$ cat src/aiss_pkg.sv
package aiss_pkg;
   // register byte offsets
   localparam logic [7:0] OFS_SINGLE_CTRL  = 8'h00;
   localparam logic [7:0] OFS_SCAN_CTRL    = 8'h04;
   localparam logic [7:0] OFS_GROUP_MAP    = 8'h08;
   localparam logic [7:0] OFS_ENABLE_MASK  = 8'h0c;
   localparam logic [7:0] OFS_NEG_REMAP    = 8'h10;
   localparam logic [7:0] OFS_MASTER_DIS   = 8'h14;
   localparam logic [7:0] OFS_STATUS       = 8'h18;
   localparam logic [7:0] OFS_BUS_REQ      = 8'h1c;
   localparam logic [7:0] OFS_RESULT       = 8'h20;
   // single control fields
   localparam int POS_LSB  = 0;   // positive_input_select [7:0]
   localparam int NEG_LSB  = 8;   // negative_input_select [15:8]
   localparam int DIFFERENTIAL_SELECT_BIT = 16;  // differential_select
   // scan control fields
   localparam int SCAN_DIFFERENTIAL_SELECT_BIT  = 0;
   localparam int SCAN_START_BIT = 1;
   // status fields
   localparam int ST_NEGCONF = 0;
   localparam int ST_SHARED_BUS_CONFLICT = 1;
   localparam int ST_BUSY    = 2;
   localparam int ST_DONE    = 3;
   // input select encoding: [7:5] port (0..4), [4:0] channel; 8'hff ground
   localparam logic [7:0] SEL_GROUND   = 8'hff;
   localparam logic [7:0] SEL_INTERNAL = 8'he0;
   // reset values
   localparam logic [31:0] RST_SINGLE = 32'h0000_ff20;
   localparam logic [31:0] RST_ZERO   = 32'h0000_0000;
   // mux settle time in cycles per slot before the start pulse
   localparam logic [3:0] CONV_CYCLES = 4'h8;
   // scan sequencer states
   typedef enum logic [1:0] {AISS_IDLE, AISS_FIND, AISS_CONV} aiss_state_t;
endpackage : aiss_pkg

$ cat src/aiss_top.sv
`timescale 1ns/1ps
module aiss_top (
   // clock and reset
   input  wire logic        hclk,
   input  wire logic        hresetn,
   // ahb-lite slave
   input  wire logic        hsel,
   input  wire logic [31:0] haddr,
   input  wire logic [1:0]  htrans,
   input  wire logic        hwrite,
   input  wire logic [2:0]  hsize,
   input  wire logic [31:0] hwdata,
   input  wire logic        hready,
   output logic      [31:0] hrdata,
   output logic             hreadyout,
   output logic             hresp,
   // shared bus arbitration (bit per bus: p1x,p1y,..,p4x,p4y)
   input  wire logic [7:0]  other_bus_req,
   output logic      [7:0]  shared_bus_req,
   output logic      [7:0]  shared_bus_grant,
   // converter mux drive
   output logic      [7:0]  positive_input_mux,
   output logic      [7:0]  negative_input_mux,
   output logic             result_invert,
   output logic             conv_start,
   // converter result
   input  wire logic        conv_done,
   input  wire logic [11:0] conv_data
);
   // register state
   logic [31:0] single_ctrl_ff;        // single_channel_control
   logic [1:0]  scan_ctrl_ff;          // differential_select, start
   logic [31:0] scan_group_map_ff;     // four 8-bit group selects
   logic [31:0] scan_enable_mask_ff;   // one bit per slot
   logic [15:0] scan_negative_remap_ff;// eight 2-bit remaps
   logic [7:0]  master_dis_ff;         // shared_bus_master_disable
   logic        neg_conf_ff;           // negative_select_conflict
   logic        bus_conf_ff;           // shared_bus_conflict
   logic        done_ff;               // scan complete
   logic [16:0] result_ff;             // slot index + data
   // ahb address phase capture
   logic        wr_ff;
   logic        rd_ff;
   logic [7:0]  addr_ff;
   // sequencer
   aiss_pkg::aiss_state_t state_ff;
   logic [4:0]  slot_ff;
   logic [3:0]  cnt_ff;
   logic        started_ff;

   // classify a select: returns {valid, is_y, bus index[2:0]}
   function automatic logic [4:0] classify(input logic [7:0] s);
      logic [2:0] port;
      logic       odd;
      logic       y;
      port = s[7:5];
      odd  = s[0];
      y    = 1'b0;
      if (port == 3'd1 || port == 3'd3)
         y = odd;
      else if (port == 3'd2 || port == 3'd4)
         y = ~odd;
      else if (port == 3'd0)
         y = s[4];                              // dedicated x 0-15, y 16-31
      classify = {(port <= 3'd4) && (s != aiss_pkg::SEL_GROUND),
                  y, port};
   endfunction : classify

   // slot to physical select (port/channel)
   function automatic logic [7:0] slot_sel(input logic [4:0] sl,
                                           input logic [31:0] gm);
      logic [7:0] g;
      g = gm[{sl[4:3], 3'b000} +: 8];
      // group code: [7:5] port, [1:0] block of eight
      slot_sel = {g[7:5], g[1:0], sl[2:0]};
   endfunction : slot_sel

   // ahb address phase
   wire accept = hsel & hready & htrans[1];
   always_ff @(posedge hclk or negedge hresetn) begin
      if (!hresetn) begin
         wr_ff   <= 1'b0;
         rd_ff   <= 1'b0;
         addr_ff <= 8'h00;
      end else begin
         wr_ff   <= accept & hwrite;
         rd_ff   <= accept & ~hwrite;
         addr_ff <= haddr[7:0];
      end
   end
   // zero wait, always okay
   assign hreadyout = 1'b1;
   assign hresp     = 1'b0;

   // active selections: single or current scan slot
   logic [7:0] cur_pos;
   logic [7:0] cur_neg;
   logic       cur_differential_select;
   logic [7:0] pair_sel;
   logic [1:0] rm;
   always_comb begin
      cur_pos  = single_ctrl_ff[aiss_pkg::POS_LSB +: 8];
      cur_neg  = single_ctrl_ff[aiss_pkg::NEG_LSB +: 8];
      cur_differential_select = single_ctrl_ff[aiss_pkg::DIFFERENTIAL_SELECT_BIT];
      pair_sel = 8'h00;
      rm       = scan_negative_remap_ff[{slot_ff[3:1], 1'b0} +: 2];
      if (state_ff != aiss_pkg::AISS_IDLE) begin
         cur_differential_select = scan_ctrl_ff[aiss_pkg::SCAN_DIFFERENTIAL_SELECT_BIT];
         cur_pos  = slot_sel(slot_ff, scan_group_map_ff);
         if (slot_ff == 5'd15)
            pair_sel = slot_sel(5'd8, scan_group_map_ff);
         else if (cur_pos[4:0] == 5'd31)
            pair_sel = {cur_pos[7:5], 5'd0};
         else
            pair_sel = {cur_pos[7:5], cur_pos[4:0] + 5'd1};
         // remap: even slots of group 0, odd slots of group 1
         if (slot_ff[4:3] == 2'd0 && !slot_ff[0] && rm != 2'd0)
            pair_sel = slot_sel({2'd0, rm, 1'b1} - 5'd2,
                                scan_group_map_ff);
         else if (slot_ff[4:3] == 2'd1 && slot_ff[0] && rm != 2'd0)
            pair_sel = slot_sel({2'd1, rm - 2'd1, 1'b0},
                                scan_group_map_ff);
         cur_neg = cur_differential_select ? pair_sel : aiss_pkg::SEL_GROUND;
      end
   end
   // remap code 0 keeps default; codes 1..3 pick partner slot 1..3 of
   // the odd (or even) set, so partner 7 (or 14) is unreachable by design

   // classification of both inputs
   wire [4:0] pc = classify(cur_pos);
   wire [4:0] nc = classify(cur_neg);

   // mux steering: X side to positive, Y side to negative
   always_ff @(posedge hclk or negedge hresetn) begin
      if (!hresetn) begin
         positive_input_mux <= 8'h00;
         negative_input_mux <= aiss_pkg::SEL_GROUND;
         result_invert      <= 1'b0;
      end else begin
         // swap so that a y positive input lands on the negative mux, unless the negative input is a valid y too
         if (pc[3] && !(nc[4] && nc[3])) begin
            positive_input_mux <= cur_neg;
            negative_input_mux <= cur_pos;
         end else begin
            positive_input_mux <= cur_pos;
            negative_input_mux <= cur_neg;
         end
         // single-ended y, or differential_select y/x, gives inverted result
         result_invert <= cur_differential_select ? (pc[3] & nc[4] & ~nc[3])
                                   : pc[3];
      end
   end

   // shared bus requests per selection, held while selected
   logic [7:0] req;
   always_comb begin
      req = 8'h00;
      // port zero is dedicated, never requested
      if (pc[4] && pc[2:0] != 3'd0)
         req[{pc[1:0] - 2'd1, pc[3]}] = 1'b1;
      if (nc[4] && nc[2:0] != 3'd0 && cur_differential_select)
         req[{nc[1:0] - 2'd1, nc[3]}] = 1'b1;
      if (pc[2:0] == 3'd4)
         req[{2'd3, pc[3]}] = 1'b1;
      if (nc[2:0] == 3'd4 && cur_differential_select)
         req[{2'd3, nc[3]}] = 1'b1;
   end
   // passive buses are not requested
   assign shared_bus_req = req & ~master_dis_ff;
   // contested bus floats
   wire [7:0] contest = shared_bus_req & other_bus_req;
   assign shared_bus_grant = shared_bus_req & ~contest;

   // negative conflict: both inputs from same sub-bus side
   wire neg_bad = cur_differential_select & pc[4] & nc[4] & (pc[3] == nc[3]);
   wire st_wr   = wr_ff && addr_ff == aiss_pkg::OFS_STATUS;

   // status flags: set wins over write-one clear for bus conflict, clear wins for negative conflict
   always_ff @(posedge hclk or negedge hresetn) begin
      if (!hresetn) begin
         neg_conf_ff <= 1'b0;
         bus_conf_ff <= 1'b0;
      end else begin
         // clear lasts one cycle then condition sets it again
         if (st_wr && hwdata[aiss_pkg::ST_NEGCONF])
            neg_conf_ff <= 1'b0;
         else if (neg_bad)
            neg_conf_ff <= 1'b1;
         if (|contest)
            bus_conf_ff <= 1'b1;
         else if (st_wr && hwdata[aiss_pkg::ST_SHARED_BUS_CONFLICT])
            bus_conf_ff <= 1'b0;
      end
   end

   // register writes
   always_ff @(posedge hclk or negedge hresetn) begin
      if (!hresetn) begin
         single_ctrl_ff         <= aiss_pkg::RST_SINGLE;
         scan_group_map_ff      <= aiss_pkg::RST_ZERO;
         scan_enable_mask_ff    <= aiss_pkg::RST_ZERO;
         scan_negative_remap_ff <= 16'h0000;
         master_dis_ff          <= 8'h00;
         scan_ctrl_ff[aiss_pkg::SCAN_DIFFERENTIAL_SELECT_BIT] <= 1'b0;
      end else if (wr_ff) begin
         case (addr_ff)
            aiss_pkg::OFS_SINGLE_CTRL: single_ctrl_ff <= hwdata;
            aiss_pkg::OFS_SCAN_CTRL:
               scan_ctrl_ff[aiss_pkg::SCAN_DIFFERENTIAL_SELECT_BIT] <=
                  hwdata[aiss_pkg::SCAN_DIFFERENTIAL_SELECT_BIT];
            aiss_pkg::OFS_GROUP_MAP:   scan_group_map_ff <= hwdata;
            aiss_pkg::OFS_ENABLE_MASK: scan_enable_mask_ff <= hwdata;
            aiss_pkg::OFS_NEG_REMAP:
               scan_negative_remap_ff <= hwdata[15:0];
            aiss_pkg::OFS_MASTER_DIS:  master_dis_ff <= hwdata[7:0];
            default: ;
         endcase
      end
   end

   // start strobe, self-clearing
   always_ff @(posedge hclk or negedge hresetn) begin
      if (!hresetn)
         scan_ctrl_ff[aiss_pkg::SCAN_START_BIT] <= 1'b0;
      else
         scan_ctrl_ff[aiss_pkg::SCAN_START_BIT] <= wr_ff &&
            addr_ff == aiss_pkg::OFS_SCAN_CTRL &&
            hwdata[aiss_pkg::SCAN_START_BIT];
   end

   // scan sequencer: walks enabled slots upward
   always_ff @(posedge hclk or negedge hresetn) begin
      if (!hresetn) begin
         state_ff   <= aiss_pkg::AISS_IDLE;
         slot_ff    <= 5'd0;
         cnt_ff     <= 4'h0;
         done_ff    <= 1'b0;
         started_ff <= 1'b0;
         result_ff  <= 17'h0_0000;
      end else begin
         case (state_ff)
            aiss_pkg::AISS_IDLE: begin
               if (scan_ctrl_ff[aiss_pkg::SCAN_START_BIT]) begin
                  state_ff <= aiss_pkg::AISS_FIND;
                  slot_ff  <= 5'd0;
                  done_ff  <= 1'b0;
               end
            end
            aiss_pkg::AISS_FIND: begin
               cnt_ff <= aiss_pkg::CONV_CYCLES;
               if (scan_enable_mask_ff[slot_ff]) begin
                  state_ff   <= aiss_pkg::AISS_CONV;
                  started_ff <= 1'b0;
               end else if (slot_ff == 5'd31) begin
                  state_ff <= aiss_pkg::AISS_IDLE;
                  done_ff  <= 1'b1;
               end else
                  slot_ff <= slot_ff + 5'd1;
            end
            aiss_pkg::AISS_CONV: begin
               // settle mux, then start, then wait for result
               if (cnt_ff != 4'h0)
                  cnt_ff <= cnt_ff - 4'h1;
               started_ff <= started_ff | (cnt_ff == 4'h1);
               if (started_ff && conv_done) begin
                  result_ff <= {slot_ff, conv_data};
                  if (slot_ff == 5'd31) begin
                     state_ff <= aiss_pkg::AISS_IDLE;
                     done_ff  <= 1'b1;
                  end else begin
                     slot_ff  <= slot_ff + 5'd1;
                     state_ff <= aiss_pkg::AISS_FIND;
                  end
               end
            end
            default: state_ff <= aiss_pkg::AISS_IDLE;
         endcase
      end
   end
   // start pulse once the mux has settled
   assign conv_start = (state_ff == aiss_pkg::AISS_CONV) &&
                       (cnt_ff == 4'h1);

   // read mux, registered into data phase
   logic [31:0] rdat;
   always_comb begin
      case (haddr[7:0])
         aiss_pkg::OFS_SINGLE_CTRL: rdat = single_ctrl_ff;
         aiss_pkg::OFS_SCAN_CTRL:
            rdat = {31'h0, scan_ctrl_ff[aiss_pkg::SCAN_DIFFERENTIAL_SELECT_BIT]};
         aiss_pkg::OFS_GROUP_MAP:   rdat = scan_group_map_ff;
         aiss_pkg::OFS_ENABLE_MASK: rdat = scan_enable_mask_ff;
         aiss_pkg::OFS_NEG_REMAP:   rdat = {16'h0, scan_negative_remap_ff};
         aiss_pkg::OFS_MASTER_DIS:  rdat = {24'h0, master_dis_ff};
         aiss_pkg::OFS_STATUS:
            rdat = {28'h0, done_ff,
                    state_ff != aiss_pkg::AISS_IDLE,
                    bus_conf_ff, neg_conf_ff};
         aiss_pkg::OFS_BUS_REQ:     rdat = {24'h0, shared_bus_req};
         aiss_pkg::OFS_RESULT:      rdat = {15'h0, result_ff};
         default:                   rdat = 32'h0000_0000;
      endcase
   end
   always_ff @(posedge hclk or negedge hresetn) begin
      if (!hresetn)
         hrdata <= 32'h0000_0000;
      else if (accept && !hwrite)
         hrdata <= rdat;
   end
endmodule : aiss_top

$ cat config.mk
export PLATFORM = sky130hd
export DESIGN_NAME = aiss_top
export DESIGN_NICKNAME = d
export VERILOG_FILES = /design/src/aiss_pkg.sv /design/src/aiss_top.sv
export SDC_FILE = /design/constraint.sdc
export NUM_CORES = 1
export LEC_CHECK = 0
export ABC_AREA = 1
export BUFFER_PORTS_ARGS = -buffer_cell sky130_fd_sc_hd__buf_2
export CAP_MARGIN = 10
export CELL_PAD_IN_SITES_DETAIL_PLACEMENT = 1
export CELL_PAD_IN_SITES_GLOBAL_PLACEMENT = 1
export CORE_UTILIZATION = 46
export CTS_CLUSTER_SIZE = 28
export DETAILED_ROUTE_END_ITERATION = 6
export HOLD_SLACK_MARGIN = 0.03
export PLACE_DENSITY = 0.89
export SYNTH_ARGS = -nofsm -noshare
export SYNTH_HDL_FRONTEND = slang
export SYNTH_SLANG_ARGS = --single-unit
$ cat constraint.sdc
create_clock -name hclk -period 5.67 [get_ports hclk]
set_input_delay 0 -clock hclk [delete_from_list [all_inputs] [get_ports hclk]]
set_output_delay 0 -clock hclk [all_outputs]
set_load 0.02 [all_outputs]
## Word-level counts from Yosys, hierarchy flattened

Cells that the tools add are included.

- Bits in registers: 212
- Output and inout bits: 68
- Logic and storage cells: 214

- Shift-type cells: 3
- Reductions and logical operators: 58
- Add/subtract/negate cells: 7
- Equal/unequal tests: 38
- Bitwise gates (word level): 20
- Magnitude comparators: 11
- Muxes and demuxes: 56

Operator list:

| operator | number |
|---|---|
| $pmux 32 s9 | 1 |
| $mux 8 | 12 |
| $shiftx 32x6->8 | 2 |
| $eq 8x5->1 const B | 7 |
| $eq 8x4->1 const B | 4 |
| $mux 5 | 5 |
| $and 8x8->8 | 3 |
| $logic_and 1x1->1 | 24 |
| $or 8x8->8 | 3 |
| $mux 1 | 23 |
| $reduce_and 2->1 | 9 |
| $eq 8x3->1 const B | 2 |
| $logic_not 8->1 | 2 |
| $lt 3x4->1 const B | 4 |
| $ne 8x8->1 const B | 2 |
| $not 8->8 | 2 |
| $shiftx 16x5->2 | 1 |
| $pmux 5 s3 | 1 |
| $eq 3x2->1 const B | 4 |
| $ge 3x1->1 const B | 4 |
| $add 5x1->5 const B | 2 |
| $eq 5x5->1 const B | 2 |
| $ne 2x2->1 const B | 5 |
| $reduce_bool 2->1 | 5 |
| other kinds (35) | 64 |

## Logic depth before layout (Yosys ltp)

- Depth after elaboration: 26
- Depth in mapped cells: 26
- Depth with buffers taken out: 25

## Worst setup path after synthesis

OpenSTA, ideal clock, no wires.

- Path type: reg2reg
- Start point: register slot_ff[1]
- End point: register bus_conf_ff
- Data arrival time: 2900 ps
- Cell stages (with the launch flop): 22
- Slack: 2644 ps
- Path buffers: 2
- Setup time: 125 ps
- Path through: dfrtp_1 buf_2 buf_2 o21ai_0 o21ai_0 o21ai_0 ha_1 inv_1 nand3_2 nand2_1 o21ai_2 nand2_1 nand2_4 nand3_1 nand3_4 o21ai_2 nand2_1 inv_2 nand2_1 nand2_1 nor2_1 nand3_1

- Cells in the longest elaborated chain, start to end: 25

Ends and longest elaborated chain:

| element | RTL line | source |
|---|---|---|
| start: declaration | aiss_top.sv:47 | `logic [4:0] slot_ff;` |
| start signal: assignment | aiss_top.sv:258 | `slot_ff <= slot_ff + 5'd1;` |
| start signal: assignment | aiss_top.sv:271 | `slot_ff <= slot_ff + 5'd1;` |
| parallel branches: the longest is 20 deep, another holds $sub 3x2->4 | - |  |
| $mux 8 (*) | aiss_top.sv:165 | `if (nc[2:0] == 3'd4 && cur_differential_select)` |
| $and 8x8->8 (*) | aiss_top.sv:169 | `assign shared_bus_req = req & ~master_dis_ff;` |
| named net shared_bus_req[3] | aiss_top.sv:19 | `output logic [7:0] shared_bus_req,` |
| $and 8x8->8 (*) | aiss_top.sv:171 | `wire [7:0] contest = shared_bus_req & other_bus_req;` |
| $reduce_or 8->1 (*) | aiss_top.sv:189 | `if (\|contest)` |
| $mux 1 or $reduce_bool 2->1 (tied branches) | - |  |
| end signal: assignment | aiss_top.sv:182 | `bus_conf_ff <= 1'b0;` |
| end signal: assignment | aiss_top.sv:190 | `bus_conf_ff <= 1'b1;` |
| end signal: assignment | aiss_top.sv:192 | `bus_conf_ff <= 1'b0;` |
| end: declaration | aiss_top.sv:38 | `logic bus_conf_ff;` |

Mark *: on every way through the listed nets, which the timed path passes.
A chain may end at the register's enable or synchronous reset.

## Worst setup path after layout

- Start point: register slot_ff[1]
- End point: register bus_conf_ff

- Cells in the longest elaborated chain, start to end: 25

Ends and longest elaborated chain:

| element | RTL line |
|---|---|
| parallel branches: the longest is 20 deep, another holds $sub 3x2->4 | - |
| $mux 8 (*) | aiss_top.sv:165 |
| $and 8x8->8 (*) | aiss_top.sv:169 |
| $and 8x8->8 (*) | aiss_top.sv:171 |
| $reduce_or 8->1 (*) | aiss_top.sv:189 |
| $mux 1 or $reduce_bool 2->1 (tied branches) | - |

Every way passes the cells marked *.

==> results.tsv <==
metric	value	unit
p_total	4.436	mW
final-seq-area	5326	um2
startpoint_type	flip-flop	
num-nets-final	1605	
areaGrowthSynthToFinish	22.04	%
max-vdd-ir-drop	0.2610	mV
dr_wl_met2	18.86	mm
finalMaxSlewViolations	0	
overflow	0	
gp_congestion	0.9737	
synth_edf_count	0	
hp-class	input pin to asynchronous set/reset pin	
grt_pass1_vias	10940	
ant_nets	0	
vias_per_cell	5.877	
worst_pin_slew	1163	ps
cts.clk_slew.worst_paths	60	ps
endpoint_kind	flip-flop	
wl_met3	3.023	mm
finalWorstPathRequiredPeriod	5081	ps
yosysWarnings	0	
initial_utilization	46.90	%
drt_iter0_drc	910	
worstPathRequired	6070	ps
setup_tns	0	ps
routed_wl	40.67	mm
dr.pass1.iters	7	
critical_path_class	flip-flop to flip-flop	
crit_arrival	5480	ps
cts_resized	0	
critPathMaxFanout	15	
hpwl	26.87	mm
maxSlewHeadroom	22.21	%
die_area	23620	um2
dpl-instance-area	11530	um2
syn_area	10590	um2
synth_cells	1316	
finalSetupViolCount	0	
clockBufferDepth	3	
skew	14.43	ps
drive_above_1_share	17.36	%
die_x	153.7	um
ys_seq_area_share	50.32	%
power_density	343.4	nW/um2
htreeDepth	1	
clockRootBuffer	clkbuf_16	
outcome	finished, violations left	
timing.fmax	196.8	MHz
grt_start_max_net_pins	85	
ys_async_sr_fraction	100.0	%
coreArea	22570	um2
finalHoldViolCount	0	
clock_latency	530	ps
maxCapViolCount	0	
antenna_found_initial	1	
synthFlopType	dfrtp_1	
cts_tree	yes	
whs	75.39	ps
final_util	57.23	%
rsz0062_at_grt	no	
stdcell_area	12920	um2
ys_ff_latch	212	
clock_sinks	212	
syn_nets	1424	
numCtsBuffers	24	
grt_pass1_wl	63.62	mm
p_leak	6.741	nW
grt.total_usage	35.17	%
io_pins	163	
rows	55	
synth_cell_types	49	
remaining_drc_errors	1	
vias	10580	
portBuffers	132	
timing.final.crit_share	89.61	%
multi_input_area	4477	um2
syn_area_per_cell	8.043	um2
wl_met1	16.97	mm
nFillCells	2772	
n_antenna_cell	0	
violations	DRC	
die-height	153.7	um
wire_per_inst	22.60	um
top_layer	met5	
==> metrics by stage <==
stage,std cells,setup WS [ps]
2_1_floorplan,1316,2644
5_1_grt,1800,315.4
3_3_place_gp,1697,1769
4_1_cts,1800,786.3
6_report,1800,589.3
3_5_place_dp,1697,1659
==> layout make-up <==
class                      instances  area share, %
sequential                       212          41.23
multi-input combinational        900          34.65
timing repair buffer             209          10.93
clock buffer                      34          5.414
inverter                         150          4.358
tap                              285          2.760
clock inverter                    10         0.6489
==> sequential cells by signal (all words and copies together), names as in the netlist, 2 cells and up <==
| signal | count |
|---|---|
| addr_ff | 8 |
| result_ff | 17 |
| single_ctrl_ff | 32 |
| positive_input_mux | 8 |
| slot_ff | 5 |
| negative_input_mux | 8 |
| state_ff | 2 |
| hrdata | 32 |
| scan_negative_remap_ff | 16 |
| master_dis_ff | 8 |
| cnt_ff | 4 |
| scan_enable_mask_ff | 32 |
| scan_ctrl_ff | 2 |
| scan_group_map_ff | 32 |
==> final timing paths <==
kind	to	startpoint	slack, ps	cells past startpoint
max	bus_conf_ff	slot_ff[1]	590	24
max in group asynchronous	result_ff[8]	hresetn	4460	3
min	negative_input_mux[6]	hresetn	80	2
min in group hclk	done_ff	conv_done	80	7
max reg2reg	bus_conf_ff	slot_ff[1]	590	24
min reg2reg	hrdata[6]	hrdata[6]	490	2
==> cell usage in the layout (no fill, tap or decap), types with 18 or more instances in the layout <==
cell type      instances
inv_1                136
a21oi_1               34
o21ai_0              204
buf_4                 18
nor2_1                75
o21ai_1               24
buf_2                131
dlygate4sd3_1         58
nand2_1              354
nand3_1               47
dfrtp_1              195
clkbuf_16             25
==> cells in the mapped netlist, types with 2 or more instances <==
master / n / area share, %
nand2_1: 357 / 13
o21ai_0: 204 / 9.6
dfrtp_1: 195 / 46
inv_1: 136 / 4.8
nor2_1: 76 / 2.7
nand3_1: 47 / 2.2
clkbuf_1: 41 / 1.5
a21oi_1: 34 / 1.6
o21ai_1: 24 / 1.1
dfstp_2: 17 / 4.2
o211ai_1: 17 / 1.2
a221oi_1: 15 / 1.2
ha_1: 13 / 1.5
nand4_1: 13 / 0.77
o22ai_1: 13 / 0.77
inv_2: 11 / 0.39
nor3_1: 10 / 0.47
o2111ai_1: 9 / 0.74
buf_2: 8 / 0.38
nand2_2: 8 / 0.47
mux2_2: 7 / 0.74
o21ai_2: 7 / 0.58
a211oi_1: 5 / 0.35
or2_2: 5 / 0.30
a31oi_1: 4 / 0.24
buf_4: 4 / 0.28
o221ai_1: 4 / 0.33
clkinv_1: 3 / 0.11
nand2_4: 3 / 0.32
a21oi_2: 2 / 0.17
conb_1: 2 / 0.071
nand3_2: 2 / 0.19
nor2_2: 2 / 0.12
o31ai_1: 2 / 0.14
xor2_1: 2 / 0.17
==> cell families after synthesis <==
group           Yosys count  share of synthesized area (%)
flops                   212                          50.32
xor+xnor                  3                         0.2483
mux                       7                         0.7447
other cells               2                        0.07095
fa+ha+maj                13                          1.537
buf+inv                 204                          7.541
compound gates          349                          19.03
simple gates            526                          20.51
==> power by group <==
group,switching [mW],internal [mW]
Combinational,0.807,0.333
Clock,0.657,0.906
Sequential,0.0887,1.65
==> routing by layer <==
| layer | up-vias | global-route usage [%] |
|---|---|---|
| met3 | 125 | 6.285 |
| met2 | 502 | 56.06 |
| met5 | - | 0 |
| met4 | 2 | 15.10 |
| li1 | 4716 | - |
| met1 | 5234 | 47.23 |
==> what timing repair did <==
action,in CTS,in global routing
setup buffers,0,0
endpoints found under the hold margin,201,0
hold buffers,59,0
==> worst max-delay path: stages (launching register included) <==
cell and delay [ps]:
dfrtp_1 370, inv_1 130, buf_4 250, a21oi_1 90, o21ai_0 80, o21ai_0 140, o21ai_0 450, ha_1 370
inv_1 190, nand3_2 220, inv_2 110, a21oi_1 170, nand2_1 140, a21oi_4 250, nand2_1 160, nand3_4 150
o21ai_2 90, nand2_2 100, inv_2 40, nand2_1 50, nand2_1 50, nor2_1 80, dlygate4sd3_1 580, nand3_1 90
dlygate4sd3_1 570
Note: power is estimated with default switching activity, not from simulation.
